**config.mk**
```make
export PLATFORM = sky130hd
export DESIGN_NAME = low_power_mode_controller
export DESIGN_NICKNAME = d
export VERILOG_FILES = /design/src/logic/slow_clock_divider.v /design/src/logic/low_power_mode_controller.v
export VERILOG_INCLUDE_DIRS = /design/src /design/src/logic
export SDC_FILE = /design/constraint.sdc
export NUM_CORES = 1
export LEC_CHECK = 0
export BUFFER_PORTS_ARGS = -buffer_cell sky130_fd_sc_hd__buf_2
export CELL_PAD_IN_SITES_DETAIL_PLACEMENT = 1
export CELL_PAD_IN_SITES_GLOBAL_PLACEMENT = 1
export CORE_MARGIN = 4
export CORE_UTILIZATION = 40
export CTS_BUF_LIST = sky130_fd_sc_hd__clkbuf_8
export CTS_CLUSTER_SIZE = 30
export DETAILED_ROUTE_END_ITERATION = 10
export GPL_TIMING_DRIVEN = 0
export HOLD_SLACK_MARGIN = 0.1
export PLACE_DENSITY_LB_ADDON = 0.3
export REMOVE_ABC_BUFFERS = 1
export SKIP_LAST_GASP = 1
export SYNTH_ARGS = -nofsm -noshare
export SYNTH_HDL_FRONTEND = slang
export SYNTH_SLANG_ARGS = --single-unit
export TNS_END_PERCENT = 30
```
**constraint.sdc**
```tcl
create_clock -name i_mclk -period 2.9 [get_ports i_mclk]
set_input_delay 0.145 -clock i_mclk [delete_from_list [all_inputs] [get_ports i_mclk]]
set_output_delay 0.145 -clock i_mclk [all_outputs]
set_load 0.02 [all_outputs]
```
**src/logic/power_mode_map.vh**
```
// Constants for the low power mode controller.
`ifndef POWER_MODE_MAP_VH
`define POWER_MODE_MAP_VH
`define SLOW_DIV 32
`define SLOW_DIV_W 5
`define STAB_CYCLES 256
`define STAB_W 9
`define HALT_OPCODE 8'h8e
`define WFI_OPCODE 8'h8f
`define EXT_RESET_MIN_NS 42000
`define CLK_PERIOD_NS 20
`define EXT_RESET_MIN_CYCLES ((`EXT_RESET_MIN_NS + `CLK_PERIOD_NS - 1) / `CLK_PERIOD_NS)
`endif

```
**src/logic/slow_clock_divider.v**
```verilog
// Divider that produces the reduced-speed clock enable.
`timescale 1ns/100ps
`default_nettype none
module slow_clock_divider #(
    parameter DIV = 32,
    parameter W = 5
) (
    input wire i_mclk,
    input wire i_nrst,
    input wire i_run,
    output reg o_tick
);
    reg [W-1:0] cnt_reg;
    always @(posedge i_mclk) begin
        if (!i_nrst) begin
            cnt_reg <= {W{1'b0}};
            o_tick <= 1'b0;
        end else if (!i_run) begin
            cnt_reg <= {W{1'b0}};
            o_tick <= 1'b0;
        end else begin
            o_tick <= (cnt_reg == DIV[W-1:0] - 1'b1);
            if (cnt_reg == DIV[W-1:0] - 1'b1) begin
                cnt_reg <= {W{1'b0}};
            end else begin
                cnt_reg <= cnt_reg + 1'b1;
            end
        end
    end
endmodule // slow_clock_divider
`default_nettype wire

```
**src/logic/low_power_mode_controller.v**
```verilog
// Power mode controller: slow, wait, active halt and full halt sequencing.
// Contract
// Slow mode follows slow_select_bit of the main clock control register.
// In slow mode CPU and peripheral clock enables run at oscillator divided by 32.
// Wait while slow gives slow-wait, peripherals keep the divided clock.
// Wait instruction stops CPU clock, peripherals stay clocked.
// Entering wait clears the interrupt mask; other state is kept.
// Wait lasts until interrupt or reset, then vectors to the routine.
// Servicing pushes condition codes and sets mask; pop restores it.
// Halt picks timer-kept variant if timebase enable, or overflow enable with select 01.
// Timer-kept variant off when timebase off and select low 0, overflow off, or 11.
// Only lite timer, autoreload timer interrupts or reset leave timer-kept halt.
// Reset leaving timer-kept halt waits 256 CPU cycles before the vector fetch.
// Interrupt leaving timer-kept halt resumes at once, no delay.
// Entering timer-kept halt clears the mask; pending interrupt wakes at once.
// Timer-kept halt runs only oscillator and selected timer counter.
// Timer-kept halt with watchdog on and option clear gives no watchdog reset.
// Halt enters full halt whenever timer-kept variant is disabled; the code stays in run instead when watchdog and option bit are both set.
// Full halt wake restarts oscillator, then waits 256 cycles before CPU runs.
// Entering full halt forces the interrupt mask to zero.
// Full halt stops the oscillator and every peripheral on it.
// Halt with watchdog on may give watchdog reset per the option bit.
// External reset leaving full halt is held at least 42 us.
// Opcode 0x8e is decoded as halt and requests halt entry.
// After wake and delay, return to run keeping the slow setting.
// Delay is counted on the restarted oscillator; clock released at full count.
`timescale 1ns/100ps
`default_nettype none
`include "power_mode_map.vh"
module low_power_mode_controller #(
    parameter STAB_CYCLES = `STAB_CYCLES,
    parameter STAB_W = `STAB_W
) (
    input wire i_mclk,
    input wire i_nrst,
    input wire i_slow_select_bit,
    input wire i_instr_valid,
    input wire [7:0] i_opcode,
    input wire i_timebase_irq_enable,
    input wire i_overflow_irq_enable,
    input wire i_timer_clock_select_high,
    input wire i_timer_clock_select_low,
    input wire i_watchdog_enabled,
    input wire i_watchdog_halt_option,
    input wire i_irq_pending,
    input wire i_irq_halt_capable,
    input wire i_irq_timer_wake,
    input wire i_wake_reset,
    input wire i_irq_taken,
    input wire i_cc_pop,
    input wire i_cc_pop_mask,
    output reg o_cpu_clk_en,
    output reg o_periph_clk_en,
    output reg o_timer_clk_en,
    output reg o_osc_on,
    output reg o_mask_clear,
    output reg o_interrupt_mask,
    output reg o_cc_push,
    output reg o_irq_service,
    output reg o_reset_vector_fetch,
    output reg o_watchdog_reset,
    output reg o_slow_active,
    output reg [4:0] o_mode
);
    localparam [4:0] ST_RUN = 5'h01;
    localparam [4:0] ST_WAIT = 5'h02;
    localparam [4:0] ST_ACTHALT = 5'h04;
    localparam [4:0] ST_HALT = 5'h08;
    localparam [4:0] ST_STAB = 5'h10;

    reg [4:0] state_reg;
    reg [4:0] state_next;
    reg [STAB_W-1:0] stab_reg;
    reg [STAB_W-1:0] stab_next;
    reg stab_is_reset_reg;
    reg stab_is_reset_next;
    reg mask_reg;
    reg mask_next;
    reg slow_reg;
    wire slow_tick;
    wire fast_tick;
    wire tick;
    wire is_halt;
    wire is_wfi;
    wire act_halt_en;
    wire stab_done;

    // The divider only runs while slow is selected, so run-mode timing is undisturbed.
    slow_clock_divider #(
        .DIV(`SLOW_DIV),
        .W(`SLOW_DIV_W)
    ) u_div (
        .i_mclk(i_mclk),
        .i_nrst(i_nrst),
        .i_run(slow_reg),
        .o_tick(slow_tick)
    );

    assign fast_tick = 1'b1;
    assign tick = slow_reg ? slow_tick : fast_tick;
    assign is_halt = i_instr_valid && (i_opcode == `HALT_OPCODE);
    assign is_wfi = i_instr_valid && (i_opcode == `WFI_OPCODE);
    // Table decode of the timer-kept halt enable.
    assign act_halt_en = i_timebase_irq_enable ||
        (i_overflow_irq_enable && !i_timer_clock_select_high && i_timer_clock_select_low);
    assign stab_done = (stab_reg == STAB_CYCLES[STAB_W-1:0] - 1'b1);

    always @(posedge i_mclk) begin
        if (!i_nrst) begin
            slow_reg <= 1'b0;
        end else begin
            slow_reg <= i_slow_select_bit;
        end
    end

    always @* begin
        state_next = state_reg;
        stab_next = stab_reg;
        stab_is_reset_next = stab_is_reset_reg;
        mask_next = mask_reg;
        if (i_irq_taken) begin
            mask_next = 1'b1;
        end else if (i_cc_pop) begin
            mask_next = i_cc_pop_mask;
        end
        case (state_reg)
            ST_RUN: begin
                if (is_wfi) begin
                    state_next = ST_WAIT;
                    mask_next = 1'b0;
                end else if (is_halt) begin
                    mask_next = 1'b0;
                    if (act_halt_en) begin
                        state_next = ST_ACTHALT;
                    end else if (!(i_watchdog_enabled && i_watchdog_halt_option)) begin
                        state_next = ST_HALT;
                    end
                end
            end
            ST_WAIT: begin
                if (i_irq_pending || i_wake_reset) begin
                    state_next = ST_RUN;
                end
            end
            ST_ACTHALT: begin
                if (i_wake_reset) begin
                    state_next = ST_STAB;
                    stab_next = {STAB_W{1'b0}};
                    stab_is_reset_next = 1'b1;
                end else if (i_irq_pending && i_irq_timer_wake) begin
                    state_next = ST_RUN;
                end
            end
            ST_HALT: begin
                if (i_wake_reset || (i_irq_pending && i_irq_halt_capable)) begin
                    state_next = ST_STAB;
                    stab_next = {STAB_W{1'b0}};
                    stab_is_reset_next = i_wake_reset;
                end
            end
            ST_STAB: begin
                // Counted on the oscillator itself, never on the slow enable.
                if (stab_done) begin
                    state_next = ST_RUN;
                end else begin
                    stab_next = stab_reg + 1'b1;
                end
            end
            default: begin
                state_next = ST_RUN;
            end
        endcase
    end

    always @(posedge i_mclk) begin
        if (!i_nrst) begin
            state_reg <= ST_RUN;
            stab_reg <= {STAB_W{1'b0}};
            stab_is_reset_reg <= 1'b0;
            mask_reg <= 1'b1;
            o_cpu_clk_en <= 1'b0;
            o_periph_clk_en <= 1'b0;
            o_timer_clk_en <= 1'b0;
            o_osc_on <= 1'b1;
            o_mask_clear <= 1'b0;
            o_interrupt_mask <= 1'b1;
            o_cc_push <= 1'b0;
            o_irq_service <= 1'b0;
            o_reset_vector_fetch <= 1'b0;
            o_watchdog_reset <= 1'b0;
            o_slow_active <= 1'b0;
            o_mode <= ST_RUN;
        end else begin
            state_reg <= state_next;
            stab_reg <= stab_next;
            stab_is_reset_reg <= stab_is_reset_next;
            mask_reg <= mask_next;
            o_interrupt_mask <= mask_next;
            o_mode <= state_next;
            o_slow_active <= slow_reg;
            o_mask_clear <= (state_reg == ST_RUN) && (is_wfi || is_halt);
            o_cpu_clk_en <= (state_next == ST_RUN) && tick;
            o_periph_clk_en <= ((state_next == ST_RUN) || (state_next == ST_WAIT)) && tick;
            // The timer keeps the wake-up time base in every state but full halt.
            o_timer_clk_en <= (state_next != ST_HALT);
            o_osc_on <= (state_next != ST_HALT);
            o_watchdog_reset <= (state_reg == ST_RUN) && is_halt && !act_halt_en &&
                i_watchdog_enabled && i_watchdog_halt_option;
            // A wake by interrupt is serviced once; a wake by reset fetches the vector.
            o_irq_service <= ((state_reg == ST_WAIT) && i_irq_pending && !i_wake_reset) ||
                ((state_reg == ST_ACTHALT) && !i_wake_reset && i_irq_pending &&
                i_irq_timer_wake) ||
                ((state_reg == ST_STAB) && stab_done && !stab_is_reset_reg);
            o_cc_push <= ((state_reg == ST_WAIT) && i_irq_pending && !i_wake_reset) ||
                ((state_reg == ST_ACTHALT) && !i_wake_reset && i_irq_pending &&
                i_irq_timer_wake) ||
                ((state_reg == ST_STAB) && stab_done && !stab_is_reset_reg);
            o_reset_vector_fetch <= ((state_reg == ST_WAIT) && i_wake_reset) ||
                ((state_reg == ST_STAB) && stab_done && stab_is_reset_reg);
        end
    end
    // The external reset length is the board's job; this block only sees i_wake_reset.
endmodule // low_power_mode_controller
`default_nettype wire

```
# Word level (Yosys, flattened, before mapping)
# Cells that the tools add are included.
[word_totals]
register_bits = 32
latch_bits = 0
mem_bits_rw = 0
rom_bits = 0
memories = 0
[classes]
n_addsub = 2
multipliers = 0
n_div = 0
n_lt_le_gt_ge = 0
n_eq_ne = 15
shift = 0
mux = 23
bitwise_logic = 2
n_reduce_logical = 41
[ops]
columns = ["cell", "count"]
rows = [
  ["5-bit 2-to-1 mux", 9],
  ["9-bit 2-to-1 mux", 3],
  ["9-bit one-hot mux with 3 select lines", 1],
  ["5-bit one-hot mux with 5 select lines", 1],
  ["1-bit logical AND", 23],
  ["8-bit == test, second input constant", 2],
  ["5-bit by 1-bit == test with 1-bit output, second input constant", 2],
  ["5-bit by 2-bit == test with 1-bit output, second input constant", 2],
  ["5-bit == test, second input constant", 2],
  ["9-bit by 1-bit adder with 9-bit output, second input constant", 1],
  ["9-bit by 8-bit == test with 1-bit output, second input constant", 1],
  ["1-bit logical OR", 8],
  ["1-bit 2-to-1 mux", 8],
  ["2-bit != test, second input constant", 3],
  ["5-bit by 1-bit adder with 5-bit output, second input constant", 1],
  ["5-bit by 3-bit == test with 1-bit output, second input constant", 1],
  ["5-bit by 4-bit == test with 1-bit output, second input constant", 1],
  ["5-bit by 4-bit != test with 1-bit output, second input constant", 1],
  ["1-bit logical NOT", 4],
  ["4-bit AND reduction", 1],
  ["3-bit AND reduction", 1],
  ["3-bit nonzero test", 1],
  ["3-bit OR reduction", 1],
  ["1-bit inverter", 2],
  ["3 further kinds", 3],
]

# Longest topological paths before layout
# Gate-level depths: netlist (run 1).
[depth]
ltp_word = 11
depth_mapped = 10
mapped_depth_nobuf = 9

# Hierarchy
# A second synthesis (run 1) with hierarchy kept.
[hier_totals]
hier_cells = 175
area_unflattened_um2 = 1508.9
[modules_own_cells]
columns = ["module", "instances", "cells_per_inst", "area_each_um2", "seq_area_each_um2"]
rows = [
  ["low_power_mode_controller", 1, 153, 1276.2, 520.5],
  ["slow_clock_divider", 1, 22, 232.7, 120.1],
]

# Worst setup path after synthesis (run 1)
# OpenSTA, ideal clock, no wires.
[synth_path]
kind = "reg-to-reg"
from = "register stab_reg[0]"
to = "register state_reg[3]"
setup_time_ns = 0.059
arrival_ns = 2.125
t_required_ns = 2.841
path_slack_ns = 0.716
path_stages_with_launch = 10
path_buffers = 0
synth_period_minus_slack_ns = 2.184
path_cell_list = "dfxtp_1 ha_1 and3_1 and3_1 and3_1 ha_1 nor4_2 a2111oi_1 a21oi_2 and2_1"
[synth_between]
elab_chain_len = 3
[synth_rtl]
columns = ["item", "line", "rtl"]
rows = [
  ["start: declaration", "low_power_mode_controller.v:73", "reg [STAB_W-1:0] stab_reg;"],
  ["start signal: assignment", "low_power_mode_controller.v:178", "stab_reg <= {STAB_W{1'b0}};"],
  ["start signal: assignment", "low_power_mode_controller.v:195", "stab_reg <= stab_next;"],
  ["9-bit by 8-bit == test with 1-bit output", "low_power_mode_controller.v:106", "assign stab_done = (stab_reg == STAB_CYCLES[STAB_W-1:0] - 1'b1);"],
  ["5-bit 2-to-1 mux", "low_power_mode_controller.v:163", "if (stab_done) begin"],
  ["5-bit one-hot mux with 5 select lines", "low_power_mode_controller.v:126", "case (state_reg)"],
  ["end signal: assignment", "low_power_mode_controller.v:194", "state_reg <= state_next;"],
  ["end: declaration", "low_power_mode_controller.v:71", "reg [4:0] state_reg;"],
]
# Every way passes these cells.
# A chain may end at the register's enable or synchronous reset.

# Worst setup path after layout (run 1)
# Ends and elaborated chain as after synthesis.

==> flow_summary.json, run 1 <==
{
  "drcViolationCount": 0,
  "placeableCoreArea_sq_um": 3740,
  "tritoncts_clock_tree": "built",
  "floorplan.initialDensity_pct": 42.1,
  "syn-instance-count": 179,
  "finalHoldViolations": 0,
  "post_route_cells_drive_above_1_share_pct": 27.7,
  "setup-tns-final_ns": 0,
  "number_of_drc_markers_after_the_initial_detailed_route_iteration": 31,
  "achievable-frequency_mhz": 373,
  "rr_worst_depth": 9,
  "power_frac_comb_pct": 5.7,
  "netlist_area_sq_um": 1580,
  "first_global_vias": 1453,
  "h-tree-depth": 2,
  "most_frequent_standard_cell_in_the_layout_excluding_fill_and_tap_cells": "buf_2",
  "detailed_place_hpwl_mm": 3.05,
  "maxSlewViolCount": 0,
  "element_type_at_the_critical_path_start": "register",
  "buffer_ports.inserted": 40,
  "number_of_antenna_violations_at_the_first_check_in_global_routing": 0,
  "finish.net_count": 252,
  "final_cell_mix": "buf_2, dfxtp_1, nor2_1",
  "r2r_startpoint": "stab_reg[0]",
  "timing_worst_slew_pin_value_ns": 0.697,
  "vias": 1430,
  "worstSetupPathType": "register to register",
  "avgSynthCellArea_sq_um": 8.81,
  "synth_top_flop_cell": "dfxtp_1",
  "min-delay-path-class": "primary input to register",
  "clkSlewWorstSetupHoldPaths_ns": 0.07,
  "routed_wire_length_per_instance_microns": 14.5,
  "asyncSetResetFlopFracSynth_pct": 0,
  "netlist-cell-type-count": 47,
  "worst_ir_drop_vdd_v": 0.000193,
  "timing.slew.headroom_pct": 53.1,
  "placement_rows": 22,
  "gpl.final_weighted_congestion": 0.872,
  "largest_reg_flops": 9,
  "status": "completed",
  "synthToLayoutAreaGrowth_pct": 22.5,
  "totalWireLength_mm": 3.94,
  "p_sw_share_pct": 21.5,
  "grt_overflow_total": 0,
  "sequentialPowerShare_pct": 48.6,
  "cts_made_buffers": 5,
  "power_switching_mw": 0.197,
  "synth-seq-cells": 32,
  "clock_skew_ns": 0.00327,
  "cts_repair_resize_count": 0,
  "synth.yosys.seq_area_share_pct": 40.6,
  "dieHeight_microns": 70.8,
  "synth_top_area_cell": "dfxtp_1",
  "cts_sinks": 32,
  "synth.yosys.warnings": 0,
  "post_drt_via_cell_ratio": 5.26,
  "crit_path_end_kind": "register",
  "synth_enable_flop_cells": 0,
  "fin_crit_share_pct": 92.4,
  "holdPathEnd": "o_osc_on",
  "area_fraction_of_the_dominant_cell_type_after_synthesis_pct": 40.6,
  "grt_util_all_layers_pct": 16.0,
  "arrival_ns": 2.90,
  "max_cap_violations": 0,
  "cts-root-to-sink-buffers": 2,
  "hold_path.startpoint": "i_nrst",
  "io_pins": 41,
  "drtPass1Iterations": 4,
  "internal_power_mw": 0.722,
  "final_number_of_setup_violating_endpoints": 0,
  "clock_power_share_pct": 45.7,
  "unrepaired_setup_endpoints_after_global_routing": "false",
  "timing.critical_path.fanout_max": 6,
  "post_synth_main_area_contributors": "dfxtp_1, nor2_1, o21ai_0",
  "chipWidth_microns": 70.8,
  "min_period_ns": 2.68,
  "rrSetupSlack_ns": 0.22,
  "dieArea_sq_um": 5010,
  "power_density_nw_per_um2": 476,
  "cp_data_required_time_ns": 3.12,
  "hold_path_depth": 2,
  "report.power.total_mw": 0.919,
  "antenna_cells_inserted": 0,
  "timing.rr.end": "state_reg[3]",
  "cts.root.buffer_cell": "clkbuf_8",
  "grt_first_pass_wirelength_mm": 6.56,
  "detail-route-antenna-nets": 0,
  "maximum_number_of_pins_on_one_net_before_global_route_repair": 16,
  "leakagePower_nw": 0.843,
  "clock_insertion_delay_at_the_later_pin_of_the_skew_report_ns": 0.28
}
synth_stat cells (2+ instances only):
| library cell | number |
|---|---|
| nor2b_1 | 2 |
| a311oi_1 | 2 |
| clkbuf_1 | 2 |
| a21oi_1 | 10 |
| and3_1 | 8 |
| mux2i_1 | 2 |
| and2_1 | 8 |
| ha_1 | 4 |
| buf_2 | 2 |
| nand3b_1 | 5 |
| xor2_1 | 3 |
| nor3_1 | 6 |
| or3_1 | 2 |
| a211oi_1 | 2 |
| inv_1 | 5 |
| o21ai_0 | 12 |
| nand4_1 | 2 |
| nor3b_2 | 2 |
| xnor2_1 | 2 |
| a31oi_1 | 3 |
| nand3_1 | 3 |
| nand2_1 | 9 |
| nor2_1 | 24 |
| dfxtp_1 | 32 |
| buf_6 | 3 |
| nand2b_1 | 3 |
per-layer routing:
metal	vias to the layer above	part of all wire, %	track usage, %
met5	-	0	0
met4	0	0.91	5.43
met3	2	3.4	2.13
met2	30	50	28.1
met1	673	46	19.9
li1	725	-	-
critical path, cell delays in order (launching register included):
cell	delay (ns)
dfxtp_1	0.34
ha_1	0.23
and3_1	0.21
and3_1	0.21
and3_1	0.19
ha_1	0.27
nor4_2	0.62
a2111oi_1	0.19
a21oi_2	0.21
and2_1	0.14
worst max path at each step:
stage | slack (ns) | end | start
6_report | 0.22 | state_reg[3] | stab_reg[0]
5_1_grt | 0.08 | state_reg[3] | stab_reg[0]
4_1_cts | 0.11 | o_periph_clk_en | stab_reg[0]
3_5_place_dp | 0.13 | o_periph_clk_en | stab_reg[0]
3_3_place_gp | 0.25 | o_periph_clk_en | stab_reg[0]
2_1_floorplan | 0.65 | stab_reg[8] | stab_reg[0]
repair_timing:
action | in CTS | in global routing
hold buffers | 2 | 0
buffers inserted | 0 | 3
setup endpoints to repair | 0 | 10
endpoints found under the hold margin | 2 | 0
stage by stage:
step	util (%)	cells	instance area [sq um]	worst slack (ns)	hold WS [ns]
6_report	51.6	272	1930	0.220	0.118
4_1_cts	51.0	269	1910	0.105	0.113
5_1_grt	51.6	272	1930	0.0790	0.133
2_1_floorplan	-	171	1520	0.654	0.207
3_3_place_gp	47.5	259	1780	0.246	0.362
3_5_place_dp	47.5	259	1780	0.133	0.367
power groups by stage:
stage | clock network, mW | logic [mW] | registers (mW)
final | 0.420 | 0.0524 | 0.447
after global routing | 0.444 | 0.0581 | 0.448
after CTS | 0.428 | 0.0528 | 0.447
after detailed placement | 0 | 0.0507 | 0.457
after global placement | 0 | 0.0485 | 0.457
after floorplan | 0 | 0.0156 | 0.462
cell type report:
class | count | area (sq um)
Timing Repair Buffer | 45 | 243
Tap cell | 48 | 60.1
Clock buffer | 5 | 68.8
Sequential cell | 32 | 641
Multi-Input combinational cell | 134 | 858
Clock inverter | 3 | 42.5
Inverter | 5 | 18.8
Fill cell | 486 | 1810
logic make-up after synthesis:
group / Yosys count / synth area share, %
and+or+nand+nor: 87 / 33.3
AOI/OAI and AO/OA: 36 / 14.0
DFF: 32 / 40.6
buffers and inverters: 13 / 4.92
xor gates and xnor gates: 5 / 2.78
adders and majority gates: 4 / 3.17
muxes: 2 / 1.27
Power figures use the tool's default switching activity.
==> run 2, diff against run 1 <==
--- a/config.mk
+++ b/config.mk
@@ -10,7 +10,7 @@
 export CELL_PAD_IN_SITES_DETAIL_PLACEMENT = 1
 export CELL_PAD_IN_SITES_GLOBAL_PLACEMENT = 1
 export CORE_MARGIN = 4
-export CORE_UTILIZATION = 40
+export CORE_UTILIZATION = 25
 export CTS_BUF_LIST = sky130_fd_sc_hd__clkbuf_8
 export CTS_CLUSTER_SIZE = 30
 export DETAILED_ROUTE_END_ITERATION = 10
==> constraint.sdc (replaced) <==
create_clock -name i_mclk -period 3.3 [get_ports i_mclk]
set_input_delay 0.165 -clock i_mclk [delete_from_list [all_inputs] [get_ports i_mclk]]
set_output_delay 0.165 -clock i_mclk [all_outputs]
set_load 0.02 [all_outputs]
==> flow_summary.json, run 2 (synthesis results as in run 1) <==
{
  "status": "completed",
  "power_density_nw_per_um2": 415,
  "totalWireLength_mm": 4.08,
  "buffer_ports.inserted": 40,
  "chipWidth_microns": 87.4,
  "final_cell_mix": "buf_2, dfxtp_1, nor2_1",
  "finalHoldViolations": 0,
  "power_switching_mw": 0.173,
  "arrival_ns": 2.94,
  "cts_made_buffers": 5,
  "crit_top_cell": "and3_1",
  "min_period_ns": 2.73,
  "clkSlewWorstSetupHoldPaths_ns": 0.07,
  "io_pins": 41,
  "leakagePower_nw": 0.836,
  "grt_overflow_total": 0,
  "cts_sinks": 32,
  "antenna_cells_inserted": 0,
  "achievable-frequency_mhz": 367,
  "timing.hold.ws_ns": 0.150,
  "gr-max-usage-layer": "met2",
  "placement_rows": 28,
  "dieArea_sq_um": 7640,
  "cp_cell_sequence": "ha_1 -> and3_1 -> and3_1 -> and3_1 -> ha_1 -> nor2_1 -> o211ai_1 -> nand3_1 -> a31oi_1",
  "finish.net_count": 249,
  "cts_repair_resize_count": 0,
  "timing.critical_path.fanout_max": 12,
  "drtPass1Iterations": 4,
  "worstSetupPathType": "register to register",
  "element_type_at_the_critical_path_start": "register",
  "cpPeakStageDelay_ns": 0.71,
  "floorplan.initialDensity_pct": 26.2,
  "cts-root-to-sink-buffers": 2,
  "timing_worst_slew_pin_value_ns": 0.872,
  "post_layout_nonfiller_instances": 296,
  "dieHeight_microns": 87.4,
  "first_global_vias": 1482,
  "sequentialPowerShare_pct": 48.8,
  "number_of_antenna_violations_at_the_first_check_in_global_routing": 0,
  "timing.critical_path.slowest_stage_cell": "o211ai_1",
  "power_frac_comb_pct": 5.8,
  "min-delay-path-class": "primary input to register",
  "dpl-instance-area_sq_um": 1810,
  "dp_worst_setup_slack_ns": 0.528,
  "grt.met1_usage_pct": 15.9,
  "clock_power_share_pct": 45.4,
  "gpl.final_weighted_congestion": 0.776,
  "final_core_utilization_pct": 32.2,
  "report.power.total_mw": 0.805,
  "grt_util_all_layers_pct": 11.7,
  "placedCellCount": 286,
  "worst_slack_ns": 0.571,
  "worst_ir_drop_vdd_v": 0.000131,
  "maxSlewViolCount": 0,
  "largest_reg_flops": 9,
  "timing.slew.headroom_pct": 41.6,
  "unrepaired_setup_endpoints_after_global_routing": "false",
  "internal_power_mw": 0.632,
  "tritoncts_clock_tree": "built",
  "most_frequent_standard_cell_in_the_layout_excluding_fill_and_tap_cells": "buf_2",
  "cts_setup_buffers": 0,
  "placeableCoreArea_sq_um": 6030,
  "vias": 1454,
  "design_area_sq_um": 1940,
  "cts.root.buffer_cell": "clkbuf_8",
  "clock_insertion_delay_at_the_later_pin_of_the_skew_report_ns": 0.28,
  "number_of_drc_markers_after_the_initial_detailed_route_iteration": 40,
  "routed_wire_length_per_instance_microns": 13.8,
  "setup-tns-final_ns": 0,
  "detail-route-antenna-nets": 0,
  "filler_cell_count": 752,
  "max_cap_violations": 0,
  "synthToLayoutAreaGrowth_pct": 23.0,
  "crit_path_end_kind": "register",
  "cp_data_required_time_ns": 3.51,
  "ctsHoldBuffers": 2,
  "detailed_place_hpwl_mm": 3.01,
  "post_route_cells_drive_above_1_share_pct": 26.2,
  "clock_skew_ns": 0.00460,
  "grt_first_pass_wirelength_mm": 7.07,
  "final_number_of_setup_violating_endpoints": 0,
  "p_sw_share_pct": 21.5,
  "maximum_number_of_pins_on_one_net_before_global_route_repair": 16,
  "post_drt_via_cell_ratio": 4.91,
  "h-tree-depth": 2,
  "grt.met2_usage_pct": 18.2,
  "fin_crit_share_pct": 82.7,
  "drcViolationCount": 0,
  "met3_usage_pct": 2.65
}
-- run 2: changes by cell type in the layout (fill, tap and decap cells not counted) --
| cell | change |
|---|---|
| inv_1 | +1 |
| buf_4 | -3 |
| clkinvlp_4 | -1 |
-- run 2: final cells by class --
type	count	area (sq um)	share of cell area [%]
repair buffers	42	220	11.4
inverters	5	18.8	0.968
multi-input cells	134	858	44.3
clock buffers	5	68.8	3.55
clock inverters	3	38.8	2.00
well taps	75	93.8	4.84
flip-flops and latches	32	641	33.0
-- run 2: path summary, 6_finish.rpt --
kind                                   from         endpoint  slack (ns)  cells after the start
worst max-delay path            stab_reg[0]  o_periph_clk_en        0.57                      9
worst min-delay path            i_irq_taken         mask_reg        0.15                      3
worst max register to register  stab_reg[0]  o_periph_clk_en        0.57                      9
worst min register to register  stab_reg[8]      stab_reg[8]        0.46                      2
-- run 2: metal layers --
| layer | part of all wire, % | vias to the layer above |
|---|---|---|
| met5 | 0 | - |
| met1 | 48 | 686 |
| met2 | 46 | 38 |
| met4 | 1.3 | 0 |
| met3 | 4.5 | 5 |
| li1 | - | 725 |
-- run 2: worst max-delay path: cells and delay by family, from the launching register on --
kind | cells | cell delay, ns
compound gates | 2 | 0.89
simple gates | 5 | 0.90
fa+ha+maj | 2 | 0.49
flops | 1 | 0.37
-- run 2: power by group through the flow --
stage,registers (mW),logic (mW),clock network [mW]
6_report,0.393,0.0464,0.366
5_1_grt,0.394,0.0512,0.394
4_1_cts,0.393,0.0471,0.376
3_5_place_dp,0.402,0.0451,0
3_3_place_gp,0.402,0.0439,0
2_1_floorplan,0.406,0.0137,0
==> run 3, diff against run 2 <==
==> constraint.sdc (replaced) <==
create_clock -name i_mclk -period 2.37 [get_ports i_mclk]
set_input_delay 0.1185 -clock i_mclk [delete_from_list [all_inputs] [get_ports i_mclk]]
set_output_delay 0.1185 -clock i_mclk [all_outputs]
set_load 0.02 [all_outputs]
==> flow_summary.json, run 3 (synthesis results as in run 1) <==
{
  "cp_data_required_time_ns": 2.58,
  "gpl.final_weighted_congestion": 0.776,
  "cts-root-to-sink-buffers": 2,
  "detail-route-antenna-nets": 0,
  "tritoncts_clock_tree": "built",
  "element_type_at_the_critical_path_start": "register",
  "power_switching_mw": 0.242,
  "timing.slew.headroom_pct": 65.4,
  "dieArea_sq_um": 7640,
  "h-tree-depth": 2,
  "startpoint": "stab_reg[0]",
  "r2r_startpoint": "stab_reg[0]",
  "p_sw_share_pct": 21.5,
  "dp_worst_setup_slack_ns": -0.402,
  "io_pins": 41,
  "maximum_number_of_pins_on_one_net_before_global_route_repair": 16,
  "grt_first_pass_wirelength_mm": 7.11,
  "chipWidth_microns": 87.4,
  "post_drt_via_cell_ratio": 4.89,
  "antenna_cells_inserted": 0,
  "cts.root.buffer_cell": "clkbuf_8",
  "routed_wire_length_per_instance_microns": 13.7,
  "number_of_antenna_violations_at_the_first_check_in_global_routing": 0,
  "finalHoldViolations": 0,
  "cts_made_buffers": 5,
  "timing.critical_path.fanout_max": 6,
  "clock_power_share_pct": 45.4,
  "buffer_ports.inserted": 40,
  "finish.net_count": 256,
  "timing.hold.ws_ns": 0.112,
  "achievable-frequency_mhz": 447,
  "detailed_place_hpwl_mm": 3.01,
  "most_frequent_standard_cell_in_the_layout_excluding_fill_and_tap_cells": "buf_2",
  "final_cell_mix": "buf_2, dfxtp_1, nor2_1",
  "placement_rows": 28,
  "min-delay-path-class": "primary input to register",
  "status": "completed",
  "drcViolationCount": 0,
  "grt_util_all_layers_pct": 11.8,
  "synthToLayoutAreaGrowth_pct": 29.8,
  "vias": 1483,
  "maxSlewViolCount": 0,
  "max_cap_violations": 0,
  "final_number_of_setup_violating_endpoints": 0,
  "clkSlewWorstSetupHoldPaths_ns": 0.07,
  "floorplan.initialDensity_pct": 26.2,
  "sequentialPowerShare_pct": 48.7,
  "largest_reg_flops": 9,
  "arrival_ns": 2.45,
  "min_period_ns": 2.24,
  "number_of_drc_markers_after_the_initial_detailed_route_iteration": 56,
  "drtPass1Iterations": 4,
  "internal_power_mw": 0.882,
  "clock_insertion_delay_at_the_later_pin_of_the_skew_report_ns": 0.28,
  "grt_overflow_total": 0,
  "fin_crit_share_pct": 94.5,
  "cts_sinks": 32,
  "placeableCoreArea_sq_um": 6030,
  "worst_slack_ns": 0.131,
  "crit_path_end_kind": "register",
  "totalWireLength_mm": 4.16,
  "leakagePower_nw": 0.868,
  "clock_skew_ns": 0.00506,
  "power_frac_comb_pct": 5.9,
  "post_route_cells_drive_above_1_share_pct": 30.7,
  "worstSetupPathType": "register to register",
  "filler_cell_count": 744,
  "timing_worst_slew_pin_value_ns": 0.519,
  "first_global_vias": 1504,
  "dieHeight_microns": 87.4,
  "hold_path.startpoint": "i_nrst",
  "power_density_nw_per_um2": 549,
  "worst_ir_drop_vdd_v": 0.000179
}
run 3: timing repair:
item                                   4_1_cts  5_1_grt
gates cloned                                 0        1
setup buffers                                1        4
endpoints found under the hold margin        3        0
hold buffers                                 3        0
resized for setup                            1       10
pin swaps                                    1        2
setup endpoints to repair                   15       14
run 3: final timing paths:
kind	slack (ns)	depth (start not counted)	end
max	0.13	10	stab_reg[8]
min	0.11	2	o_osc_on
max reg2reg	0.13	10	stab_reg[8]
min reg2reg	0.45	2	stab_reg[8]
run 3: layer usage:
metal  routed length (microns)  track usage [%]  vias up
met3                       164             2.65        5
met2                      1950             18.8       32
met4                        54             3.77        0
met1                      2000             15.6      706
met5                         0                0        -
li1                          -                -      740
run 3: power groups by stage:
| stage | clock network (mW) | registers [mW] | logic [mW] |
|---|---|---|---|
| after floorplan | 0 | 0.566 | 0.0191 |
| after global placement | 0 | 0.560 | 0.0611 |
| after detailed placement | 0 | 0.560 | 0.0628 |
| after CTS | 0.523 | 0.548 | 0.0669 |
| after global routing | 0.549 | 0.548 | 0.0732 |
| final | 0.510 | 0.547 | 0.0663 |
run 3: final cells by class:
type	count	area [sq um]	share of cell area (%)
multi-input combinational	134	910	44.4
sequential	32	642	31.4
timing repair buffer	49	275	13.4
tap	75	93.8	4.58
clock buffer	5	68.8	3.36
clock inverter	3	38.8	1.89
inverter	5	18.8	0.917
run 3: critical path: stages, from the launching register on:
cell and delay, ns:
dfxtp_2 0.33, ha_2 0.20, and3_4 0.19, and3_4 0.18, and3_1 0.20, ha_4 0.18, nor2_1 0.11, o211ai_1 0.15
buf_4 0.20, or3_1 0.30, a21oi_1 0.13
run 3: per-stage QoR:
step | util [%] | power (mW) | setup TNS, ns | instances | cell area (sq um)
after global placement | 30.1 | 0.621 | -5.01 | 286 | 1810
final | 34.0 | 1.12 | 0 | 303 | 2050
after global routing | 34.0 | 1.17 | -0.0246 | 303 | 2050
after CTS | 32.6 | 1.14 | -0.747 | 298 | 1970
after detailed placement | 30.1 | 0.623 | -5.31 | 286 | 1810
after floorplan | - | 0.585 | 0 | 171 | 1520
